`src/sss_pkg.sv`:
```
// Package for the supply supervisor and source select block.
// Assumes a single 40 MHz clock domain and no register bus.
package sss_pkg;

   // ----------------------------------------
   // Channel counts and widths
   // ----------------------------------------
   localparam int unsigned CH_NUM = 7;
   localparam int unsigned VALLEY_CH_NUM = 3;
   localparam int unsigned VCODE_W = 6;

   // ----------------------------------------
   // Reset values and codes
   // ----------------------------------------
   localparam logic [6:0] DSCG_RST = 7'h00;
   localparam logic [5:0] VCODE_RST = 6'h00;
   // Channel 3 code that selects adjustable (external divider) mode
   localparam logic [5:0] CH3_ADJ_CODE = 6'h3F;

   // ----------------------------------------
   // Timing: keep-alive A to B start spacing
   // ----------------------------------------
   localparam int unsigned CLK_HZ = 40_000_000;
   localparam int unsigned KA_GAP_NS = 1000;
   localparam int unsigned KA_GAP_CYC = (KA_GAP_NS * (CLK_HZ / 1_000_000) + 999) / 1000;
   localparam int unsigned KA_CNT_W = 8;

   // ----------------------------------------
   // Supervisor states
   // ----------------------------------------
   typedef enum logic [4:0] {
      SSS_OFF     = 5'b00001,
      SSS_KA_A    = 5'b00010,
      SSS_STANDBY = 5'b00100,
      SSS_RUN     = 5'b01000,
      SSS_LATCHED = 5'b10000
   } sss_state_t;

endpackage

```
`src/sss_supervisor.sv`:
```
// Supervisory logic: undervoltage shutdown, keep-alive start order,
// discharge switches, takeover source select and valley pulse skipping.
// Assumes comparator and pin inputs are asynchronous; all pass two flops.

`timescale 1ns/1ps
`default_nettype none

module sss_supervisor #(
   parameter int unsigned CH_NUM = sss_pkg::CH_NUM,
   parameter int unsigned VCODE_W = sss_pkg::VCODE_W
) (
   input wire logic clk,
   input wire logic rst,
   // Comparator and pin inputs, asynchronous
   input wire logic enable_pin,
   input wire logic battery_uv,
   input wire logic ch1_input_uv,
   input wire logic gate_drive_uv,
   input wire logic logic_rail_por,
   input wire logic rail_a_ext_low,
   input wire logic rail_b_ext_low,
   input wire logic rail_a_ext_oc,
   input wire logic rail_b_ext_oc,
   input wire logic [2:0] valley_over_limit,
   input wire logic [2:0] low_side_end,
   input wire logic [CH_NUM-1:0] ch_out_low,
   // Software control bits, same clock domain
   input wire logic rail_a_source_select,
   input wire logic rail_b_source_select,
   input wire logic [CH_NUM-1:0] channel_on_cmd,
   input wire logic [CH_NUM-1:0] dscg_wr_data,
   input wire logic dscg_wr,
   input wire logic [3*VCODE_W-1:0] vcode_wr_data,
   input wire logic vcode_wr,
   // Fuse defaults, static
   input wire logic [CH_NUM-1:0] fuse_discharge_enable,
   input wire logic [3*VCODE_W-1:0] fuse_voltage_code,
   // Outputs
   output logic [CH_NUM-1:0] channel_enable,
   output logic charge_pump_enable,
   output logic keepalive_regulator_a_en,
   output logic keepalive_regulator_b_en,
   output logic [CH_NUM-1:0] channel_discharge_on,
   output logic rail_a_discharge_on,
   output logic rail_b_discharge_on,
   output logic rail_a_ext_connect,
   output logic rail_b_ext_connect,
   output logic [2:0] pulse_skip,
   output logic [CH_NUM-1:0] channel_power_good_flag,
   output logic [CH_NUM-1:0] channel_undervoltage_flag,
   output logic fault_flag,
   output logic [CH_NUM-1:0] channel_discharge_enable,
   output logic [3*VCODE_W-1:0] channel_voltage_code,
   output logic ch3_adjustable_mode,
   output logic supervisor_standby,
   output logic uv_shutdown_latched
);

   // ----------------------------------------
   // Input synchronisers
   // ----------------------------------------
   localparam int unsigned SYNC_W = 9 + 3 + 3 + CH_NUM;

   logic [SYNC_W-1:0] sync_raw;
   logic [SYNC_W-1:0] sync1_q;
   logic [SYNC_W-1:0] sync2_q;

   assign sync_raw = {enable_pin, battery_uv, ch1_input_uv, gate_drive_uv, logic_rail_por,
                      rail_a_ext_low, rail_b_ext_low, rail_a_ext_oc, rail_b_ext_oc,
                      valley_over_limit, low_side_end, ch_out_low};

   // Two flops per asynchronous input
   always_ff @(posedge clk or posedge rst) begin
      if (rst) begin
         sync1_q <= '0;
         sync2_q <= '0;
      end else begin
         sync1_q <= sync_raw;
         sync2_q <= sync1_q;
      end
   end

   logic en_s;
   logic batt_uv_s;
   logic ch1_uv_s;
   logic gd_uv_s;
   logic por_s;
   logic a_low_s;
   logic b_low_s;
   logic a_oc_s;
   logic b_oc_s;
   logic [2:0] valley_s;
   logic [2:0] lse_s;
   logic [CH_NUM-1:0] out_low_s;

   assign {en_s, batt_uv_s, ch1_uv_s, gd_uv_s, por_s, a_low_s, b_low_s, a_oc_s, b_oc_s,
           valley_s, lse_s, out_low_s} = sync2_q;

   // ----------------------------------------
   // Internal reset and enable toggle
   // ----------------------------------------
   // Battery low or logic rail low resets the register state
   logic soft_rst;
   assign soft_rst = batt_uv_s | por_s;

   logic en_prev_q;
   logic en_seen_low_q;
   logic en_toggle;

   // Toggle is a low level followed by a rising edge
   always_ff @(posedge clk or posedge rst) begin
      if (rst) begin
         en_prev_q <= 1'b0;
         en_seen_low_q <= 1'b0;
      end else begin
         en_prev_q <= en_s;
         if (!en_s) begin
            en_seen_low_q <= 1'b1;
         end else if (en_toggle) begin
            en_seen_low_q <= 1'b0;
         end
      end
   end

   assign en_toggle = en_s & ~en_prev_q & en_seen_low_q;

   // ----------------------------------------
   // Supervisor state machine
   // ----------------------------------------
   // Last count of the keep-alive A to B gap
   localparam int unsigned KA_LAST = sss_pkg::KA_GAP_CYC - 1;

   logic [sss_pkg::KA_CNT_W-1:0] ka_cnt_q;
   sss_pkg::sss_state_t state_q;
   logic uv_event;

   assign uv_event = ch1_uv_s | gd_uv_s;

   always_ff @(posedge clk or posedge rst) begin
      if (rst) begin
         state_q <= sss_pkg::SSS_OFF;
         ka_cnt_q <= '0;
      end else if (soft_rst) begin
         state_q <= sss_pkg::SSS_OFF;
         ka_cnt_q <= '0;
      end else begin
         unique case (state_q)
            sss_pkg::SSS_OFF: begin
               state_q <= sss_pkg::SSS_KA_A;
               ka_cnt_q <= '0;
            end
            sss_pkg::SSS_KA_A: begin
               if (ka_cnt_q == KA_LAST[sss_pkg::KA_CNT_W-1:0]) begin
                  state_q <= sss_pkg::SSS_STANDBY;
               end else begin
                  ka_cnt_q <= ka_cnt_q + 1'b1;
               end
            end
            sss_pkg::SSS_STANDBY: begin
               if (!uv_event && en_s) begin
                  state_q <= sss_pkg::SSS_RUN;
               end
            end
            sss_pkg::SSS_RUN: begin
               if (uv_event) begin
                  state_q <= sss_pkg::SSS_LATCHED;
               end else if (!en_s) begin
                  state_q <= sss_pkg::SSS_STANDBY;
               end
            end
            sss_pkg::SSS_LATCHED: begin
               if (en_toggle && !uv_event) begin
                  state_q <= sss_pkg::SSS_RUN;
               end
            end
            default: begin
               state_q <= sss_pkg::SSS_OFF;
            end
         endcase
      end
   end

   logic running;
   assign running = (state_q == sss_pkg::SSS_RUN) & ~uv_event;

   // Channel and keep-alive enables
   always_ff @(posedge clk or posedge rst) begin
      if (rst) begin
         channel_enable <= '0;
         charge_pump_enable <= 1'b0;
         keepalive_regulator_a_en <= 1'b0;
         keepalive_regulator_b_en <= 1'b0;
      end else begin
         channel_enable <= running ? channel_on_cmd : '0;
         charge_pump_enable <= running;
         keepalive_regulator_a_en <= ~soft_rst & (state_q != sss_pkg::SSS_OFF);
         keepalive_regulator_b_en <= ~soft_rst & (state_q != sss_pkg::SSS_OFF)
                                     & (state_q != sss_pkg::SSS_KA_A);
      end
   end

   assign supervisor_standby = (state_q == sss_pkg::SSS_STANDBY);
   assign uv_shutdown_latched = (state_q == sss_pkg::SSS_LATCHED);

   // ----------------------------------------
   // Fuse-loaded settings
   // ----------------------------------------
   logic fuse_load_q;

   // Load fuse defaults after any reset
   always_ff @(posedge clk or posedge rst) begin
      if (rst) begin
         fuse_load_q <= 1'b1;
         channel_discharge_enable <= sss_pkg::DSCG_RST;
         channel_voltage_code <= {3{sss_pkg::VCODE_RST}};
      end else if (soft_rst || fuse_load_q) begin
         fuse_load_q <= soft_rst;
         channel_discharge_enable <= fuse_discharge_enable;
         channel_voltage_code <= fuse_voltage_code;
      end else begin
         if (dscg_wr) begin
            channel_discharge_enable <= dscg_wr_data;
         end
         if (vcode_wr) begin
            channel_voltage_code <= vcode_wr_data;
         end
      end
   end

   assign ch3_adjustable_mode =
      (channel_voltage_code[3*VCODE_W-1 -: VCODE_W] == sss_pkg::CH3_ADJ_CODE);

   // ----------------------------------------
   // Discharge switches
   // ----------------------------------------
   always_ff @(posedge clk or posedge rst) begin
      if (rst) begin
         channel_discharge_on <= '0;
         rail_a_discharge_on <= 1'b0;
         rail_b_discharge_on <= 1'b0;
      end else begin
         channel_discharge_on <= channel_discharge_enable
                                 & ({CH_NUM{~en_s}} | ~channel_on_cmd);
         rail_a_discharge_on <= batt_uv_s;
         rail_b_discharge_on <= batt_uv_s;
      end
   end

   // ----------------------------------------
   // Takeover inputs
   // ----------------------------------------
   logic a_oc_lat_q;
   logic b_oc_lat_q;

   // Overcurrent latches, set wins over toggle clear
   always_ff @(posedge clk or posedge rst) begin
      if (rst) begin
         a_oc_lat_q <= 1'b0;
         b_oc_lat_q <= 1'b0;
      end else if (soft_rst) begin
         a_oc_lat_q <= 1'b0;
         b_oc_lat_q <= 1'b0;
      end else begin
         a_oc_lat_q <= a_oc_s | (a_oc_lat_q & ~en_toggle);
         b_oc_lat_q <= b_oc_s | (b_oc_lat_q & ~en_toggle);
      end
   end

   // Connect only when enabled, selected, healthy and not latched off
   always_ff @(posedge clk or posedge rst) begin
      if (rst) begin
         rail_a_ext_connect <= 1'b0;
         rail_b_ext_connect <= 1'b0;
      end else begin
         rail_a_ext_connect <= en_s & rail_a_source_select & ~a_low_s & ~a_oc_s
                               & ~a_oc_lat_q & ~soft_rst;
         rail_b_ext_connect <= en_s & rail_b_source_select & ~b_low_s & ~b_oc_s
                               & ~b_oc_lat_q & ~soft_rst;
      end
   end

   // ----------------------------------------
   // Valley current limit, channels 1 to 3
   // ----------------------------------------
   logic [2:0] skip_q;

   generate
      for (genvar i = 0; i < sss_pkg::VALLEY_CH_NUM; i++) begin : g_valley
         // Sample at end of low-side phase; hold until current drops
         always_ff @(posedge clk or posedge rst) begin
            if (rst) begin
               skip_q[i] <= 1'b0;
            end else if (lse_s[i]) begin
               skip_q[i] <= valley_s[i] & channel_enable[i];
            end
         end
      end
   endgenerate

   assign pulse_skip = skip_q;

   // ----------------------------------------
   // Status flags
   // ----------------------------------------
   always_ff @(posedge clk or posedge rst) begin
      if (rst) begin
         channel_power_good_flag <= '0;
         channel_undervoltage_flag <= '0;
         fault_flag <= 1'b0;
      end else begin
         channel_power_good_flag <= channel_enable & ~out_low_s;
         channel_undervoltage_flag <= channel_enable & out_low_s;
         fault_flag <= |(channel_enable & out_low_s) | uv_event;
      end
   end

endmodule

`default_nettype wire

```
`config.mk`:
```
export PLATFORM = sky130hd
export DESIGN_NAME = sss_supervisor
export DESIGN_NICKNAME = d
export VERILOG_FILES = /design/src/sss_pkg.sv /design/src/sss_supervisor.sv
export SDC_FILE = /design/constraint.sdc
export NUM_CORES = 1
export LEC_CHECK = 0
export BUFFER_PORTS_ARGS = -buffer_cell sky130_fd_sc_hd__buf_2
export CAP_MARGIN = 20
export CORE_MARGIN = 1
export CORE_UTILIZATION = 35
export CTS_BUF_LIST = sky130_fd_sc_hd__clkbuf_4
export DETAILED_ROUTE_END_ITERATION = 10
export GPL_TIMING_DRIVEN = 0
export PLACE_DENSITY = 0.65
export SYNTH_ARGS = -nofsm -noshare
export SYNTH_HDL_FRONTEND = slang
export SYNTH_SLANG_ARGS = --single-unit
```
`constraint.sdc`:
```
create_clock -name clk -period 3.8 [get_ports clk]
set_clock_uncertainty 0.2 [all_clocks]
set_input_delay 0 -clock clk [delete_from_list [all_inputs] [get_ports clk]]
set_output_delay 0 -clock clk [all_outputs]
set_load 0.02 [all_outputs]
```
After elaboration in Yosys (flattened, before gate mapping)
Cells that the tools add are included.
{ "op_classes": {"addsub": 1, "eq_ne": 15, "muxes": 19, "bitwise_logic": 42, "reduce_logical": 10} }
{ "op_table": {"columns": ["operator", "n"], "rows": [
  ["18-bit two-way mux", 2],
  ["5-bit two-way mux", 6],
  ["5-bit one-hot mux with 5 select lines", 1],
  ["7-bit bitwise AND", 3],
  ["7-bit two-way mux", 3],
  ["1-bit bitwise AND", 20],
  ["8-bit two-way mux", 2],
  ["8-bit one-hot mux with 2 select lines", 1],
  ["7-bit NOT", 2],
  ["1-bit NOT", 11],
  ["8-bit by 1-bit adder with 8-bit output, second input constant", 1],
  ["8-bit by 6-bit == test with 1-bit output, second input constant", 1],
  ["7-bit OR", 1],
  ["7-bit OR reduction", 1],
  ["6-bit == test, second input constant", 1],
  ["3-bit by 1-bit inequality test with 1-bit output, second input constant", 2],
  ["3-bit inequality test, second input constant", 2],
  ["5-bit by 1-bit == test with 1-bit output, second input constant", 1],
  ["5-bit by 2-bit == test with 1-bit output, second input constant", 1],
  ["5-bit by 3-bit == test with 1-bit output, second input constant", 1],
  ["5-bit by 4-bit == test with 1-bit output, second input constant", 1],
  ["5-bit == test, second input constant", 1],
  ["5-bit by 1-bit inequality test with 1-bit output, second input constant", 1],
  ["5-bit by 2-bit inequality test with 1-bit output, second input constant", 1],
  ["11 further kinds", 20]
]} }
{ "word_totals": {"ff_bits": 125, "inputBits": 85, "word_cells": 112} }

Depth between registers and ports, before layout
{ "logic_depth": {"depth_word": 7, "mapped_depth": 7, "depth_no_buf": 6} }

Worst setup path before layout
OpenSTA, ideal clock, no wires.
{ "synth_path": {"path_type": "register to register", "startpoint": "register ka_cnt_q[0] (netlist name)", "endpoint": "register ka_cnt_q[3] (netlist name)", "setup_time_ps": 118, "t_arrival_ps": 1542, "required_ps": 3482, "setup_slack_ps": 1940, "stages_incl_launch_ff": 7, "path_buffers": 0, "period_less_slack_ps": 1860, "cell_sequence": "dfrtp_1 ha_1 nor4b_1 nand4_1 a21oi_2 nor4_2 a21o_1"} }
{ "synth_between": {"elab_chain_len": 4, "word_cells_on_any_way": 7, "cone_classes": "add/sub (1); eq/ne (2); mux (3); reduce/logical (1)"} }
{ "synth_lines": {"columns": ["item", "line_no", "source"], "rows": [
  ["start, declared", "sss_supervisor.sv:133", "logic [sss_pkg::KA_CNT_W-1:0] ka_cnt_q;"],
  ["start signal, assigned", "sss_supervisor.sv:156", "ka_cnt_q <= ka_cnt_q + 1'b1;"],
  ["8-bit by 1-bit adder with 8-bit output", "sss_supervisor.sv:156", null],
  ["8-bit two-way mux", "sss_supervisor.sv:153", "if (ka_cnt_q == KA_LAST[sss_pkg::KA_CNT_W-1:0]) begin"],
  ["8-bit one-hot mux with 2 select lines", "sss_supervisor.sv:147", "unique case (state_q)"],
  ["8-bit two-way mux", "sss_supervisor.sv:143", "end else if (soft_rst) begin"]
]} }
Parallel ways exist; a longest one is shown, timed or not. The select of a mux whose other input is x is not followed.
A chain may end at the register's enable or synchronous reset.

Worst setup path in the final report
{ "layout_path": {"startpoint": "register sync2_q[17]", "endpoint": "register channel_voltage_code[15]"} }
{ "layout_between": {"elab_chain_len": 3, "word_cells_on_any_way": 4, "cone_classes": "mux (1); bitwise (1); reduce/logical (2)"} }
{ "layout_lines": {"columns": ["item", "line_no", "source"], "rows": [
  ["start, declared", "sss_supervisor.sv:66", "logic [SYNC_W-1:0] sync2_q;"],
  ["start signal, assigned", "sss_supervisor.sv:79", "sync2_q <= sync1_q;"],
  ["1-bit OR (*)", "sss_supervisor.sv:104", "assign soft_rst = batt_uv_s | por_s;"],
  ["1-bit logical OR (*)", "sss_supervisor.sv:216", "end else if (soft_rst || fuse_load_q) begin"],
  ["18-bit two-way mux / 2-bit nonzero test (equally long branches)", null, null],
  ["end signal, assigned", "sss_supervisor.sv:215", "channel_voltage_code <= {3{sss_pkg::VCODE_RST}};"],
  ["end signal, assigned", "sss_supervisor.sv:219", "channel_voltage_code <= fuse_voltage_code;"],
  ["end signal, assigned", "sss_supervisor.sv:225", "channel_voltage_code <= vcode_wr_data;"],
  ["end, declared", "sss_supervisor.sv:53", "output logic [3*VCODE_W-1:0] channel_voltage_code,"]
]} }
Mark *: on every way between the ends. The rest lies on a longest branch, timed or not.

==> results.yml <==
global_route:
  grt_pass1_vias: 3894
  antenna_found_initial: 0
  grt_util_all_layers_pct: 18.1
  grt_max_degree: 66
  grt_pass1_wl_mm: 18.2
  overflow: 0
outcome:
  status: "completed"
finish:
  diodes: 0
  instances_no_fill: 836
  drive_gt1_share_pct: 32.7
  area_delta_synth_final_pct: 56.2
  final_common_cell: "buf_2"
  fill_cells: 1081
  layout.nets: 737
  final_cell_mix: "buf_2 (154), dlygate4sd3_1 (125), dfrtp_1 (123), nor2_1 (42), a21oi_1 (29)"
placement:
  dp_hpwl_mm: 7.25
  dpl_worst_slack_ns: 1.61
  portBuffers: 149
  globalplace.congestion: 0.826
  dp_cells: 679
worst_hold_path:
  min_path_type: "in -> reg"
detailed_routing:
  drc: 0
  first_pass_iters: 4
  wl_mm: 11.6
  vias: 3812
  via_per_inst: 4.56
  drt-initial-drc-count: 160
  ant_nets: 0
  wl_per_cell_microns: 13.9
clock_network:
  cts_resized: 0
  htreeDepth: 4
  cts_root_buffer: "clkbuf_4"
  clock_sinks: 125
  path_clk_slew_ns: 0.12
  tritoncts: "done"
  cts_inserted_buffers: 17
  cts.path.max_buffers: 2
  insertion_delay_ns: 0.54
floorplan:
  die_w_microns: 117
  die_area_sq_um: 13600
  die_h_microns: 117
  fp.coreArea_sq_um: 12700
  start_util_pct: 36.1
  num_io_pins: 152
  num_rows: 41
synth:
  yosys.cell_types.count: 53
  synth_edf_count: 0
  syn_inst: 357
  synth-seq-cells: 125
  syn_area_per_cell_sq_um: 12.9
  ys_warn_count: 0
  yosys_most_used_dff: "dfrtp_1"
  synth_fp_nets: 443
  synth_seq_area_share_pct: 68.1
  syn_area_sq_um: 4600
  async_reset_ff_share_pct: 100
sta:
  maxSlewViolCount: 0
  rsz0062_at_grt: "no"
  setup_ws_ns: 1.02
  worst_pin_slew_ns: 0.726
  min_period_over_period_pct: 73.1
  hold_viol_final: 0
  fmax_ghz: 0.360
  finalSetupViolations: 0
  slew_headroom_pct: 51.6
  period_needed_ns: 2.78
worst_setup_path:
  end_kind: "register"
  worstSetupPathType: "reg -> reg"
  required_ns: 4.03
  crit_fanout: 10
  crit_family: "buffers and inverters"
  cp_cell_sequence: "nor2_4 > clkinv_1 > nor2_1 > clkbuf_1 > a21oi_1 > dlygate4sd3_1"
  cp_slowest_cell: "dlygate4sd3_1"
  critical_path_arrival_ns: 3.00
  crit_path_max_incr_delay_ns: 0.59
  start_kind: "register"
  critPathBufInv: 3
power_and_ir_drop:
  cellPowerDensity_nw_per_um2: 391
  leakage_uw: 0.00350
  peakVddDrop_mv: 0.247
flow_run:
  cap_violations: 0
[sequential cells by signal (all words and copies together) (netlist names)]
signal                     count
rail_b_ext_connect             1
en_prev_q                      1
keepalive_regulator_b_en       1
en_seen_low_q                  1
sync2_q                       22
charge_pump_enable             1
channel_enable                 7
channel_undervoltage_flag      7
sync1_q                       22
b_oc_lat_q                     1
channel_discharge_enable       7
fault_flag                     1
pulse_skip                     3
rail_b_discharge_on            1
channel_power_good_flag        7
state_q                        5
a_oc_lat_q                     1
fuse_load_q                    1
channel_voltage_code          18
keepalive_regulator_a_en       1
channel_discharge_on           7
rail_a_ext_connect             1
ka_cnt_q                       8
[final timing paths]
kind	slack, ns	cells after the start	start	endpoint
min	0.06	3	channel_on_cmd[1]	channel_enable[1]
min in group asynchronous	0.50	4	rst	sync2_q[13]
max in group asynchronous	2.13	5	rst	fuse_load_q
max	1.02	6	sync2_q[17]	channel_voltage_code[15]
min reg2reg	0.15	0	sync1_q[17]	sync2_q[17]
max reg2reg	1.02	6	sync2_q[17]	channel_voltage_code[15]
[metal layers]
| layer | up-vias | GRT usage (%) | wire (microns) |
|---|---|---|---|
| li1 | 1809 | - | - |
| met1 | 1847 | 20.7 | 4650 |
| met2 | 127 | 30.7 | 6040 |
| met3 | 29 | 6.07 | 664 |
| met4 | 0 | 8.52 | 278 |
| met5 | - | 0 | 0 |
[worst min-delay path: stages]
cell	delay, ns
dlygate4sd3_1	0.55
buf_2	0.11
and2_2	0.12
[per-stage QoR]
step | hold WS [ns] | utilization, % | cell area, sq um | power (uW) | TNS (ns)
final | 0.0592 | 56.5 | 7180 | 2810 | 0
after global placement | -0.0919 | 43.7 | 5560 | 1650 | -117.78
after detailed placement | -0.0904 | 44.0 | 5590 | 1660 | 0
after CTS | 0.00219 | 56.4 | 7170 | 2820 | 0
after global routing | 0.00319 | 56.5 | 7180 | 2930 | 0
after floorplan | -0.169 | - | 4600 | 1560 | 0
[Yosys cell counts, types with 2 or more instances]
master	instances	area (sq um)
nand2_2	2	12.5
dfstp_2	2	52.6
buf_2	5	25.0
a21o_1	2	15.0
o21ai_0	8	40.0
buf_1	2	7.51
nor4_1	5	31.3
buf_4	4	30.0
nor2b_1	9	56.3
a21oi_1	29	145
and3_1	2	12.5
or3_1	2	12.5
nand2b_1	2	12.5
nand3_1	8	40.0
xnor2_1	2	17.5
nor2_1	42	158
mux2i_1	27	270
and2_2	7	52.6
xor2_1	2	17.5
buf_6	2	22.5
nand2_1	14	52.6
nand4_1	5	31.3
inv_1	7	26.3
and2_1	8	50.1
nor3_1	3	15.0
dfrtp_1	123	3080
a21boi_0	7	52.6
[kinds of logic after synthesis]
group,synth area share (%)
buffers and inverters,2.97
xor gates and xnor gates,0.762
muxes,5.88
adders and majority gates,0.272
and+or+nand+nor,14.0
DFF,68.1
AOI/OAI and AO/OA,8.05
[timing repair]
action,in CTS,in global routing
hold buffers,124,1
setup buffers,0,0
hold endpoints to repair,187,1
[where the power goes]
part,total [uW],internal [uW],switching (uW)
combinational,329,178,152
sequential,1410,1380,29.2
clock,1060,533,530
total,2810,2100,711
[final cells by class]
cell class,count,area (sq um),area share (%)
clock inverters,15,214,2.98
inverters,9,38.8,0.540
repair buffers,275,2020,28.2
multi-input cells,208,1330,18.5
flip-flops and latches,125,3130,43.6
clock buffers,17,128,1.78
plain buffers,15,103,1.43
well taps,172,215,3.00
(Power assumes the default switching activity.)
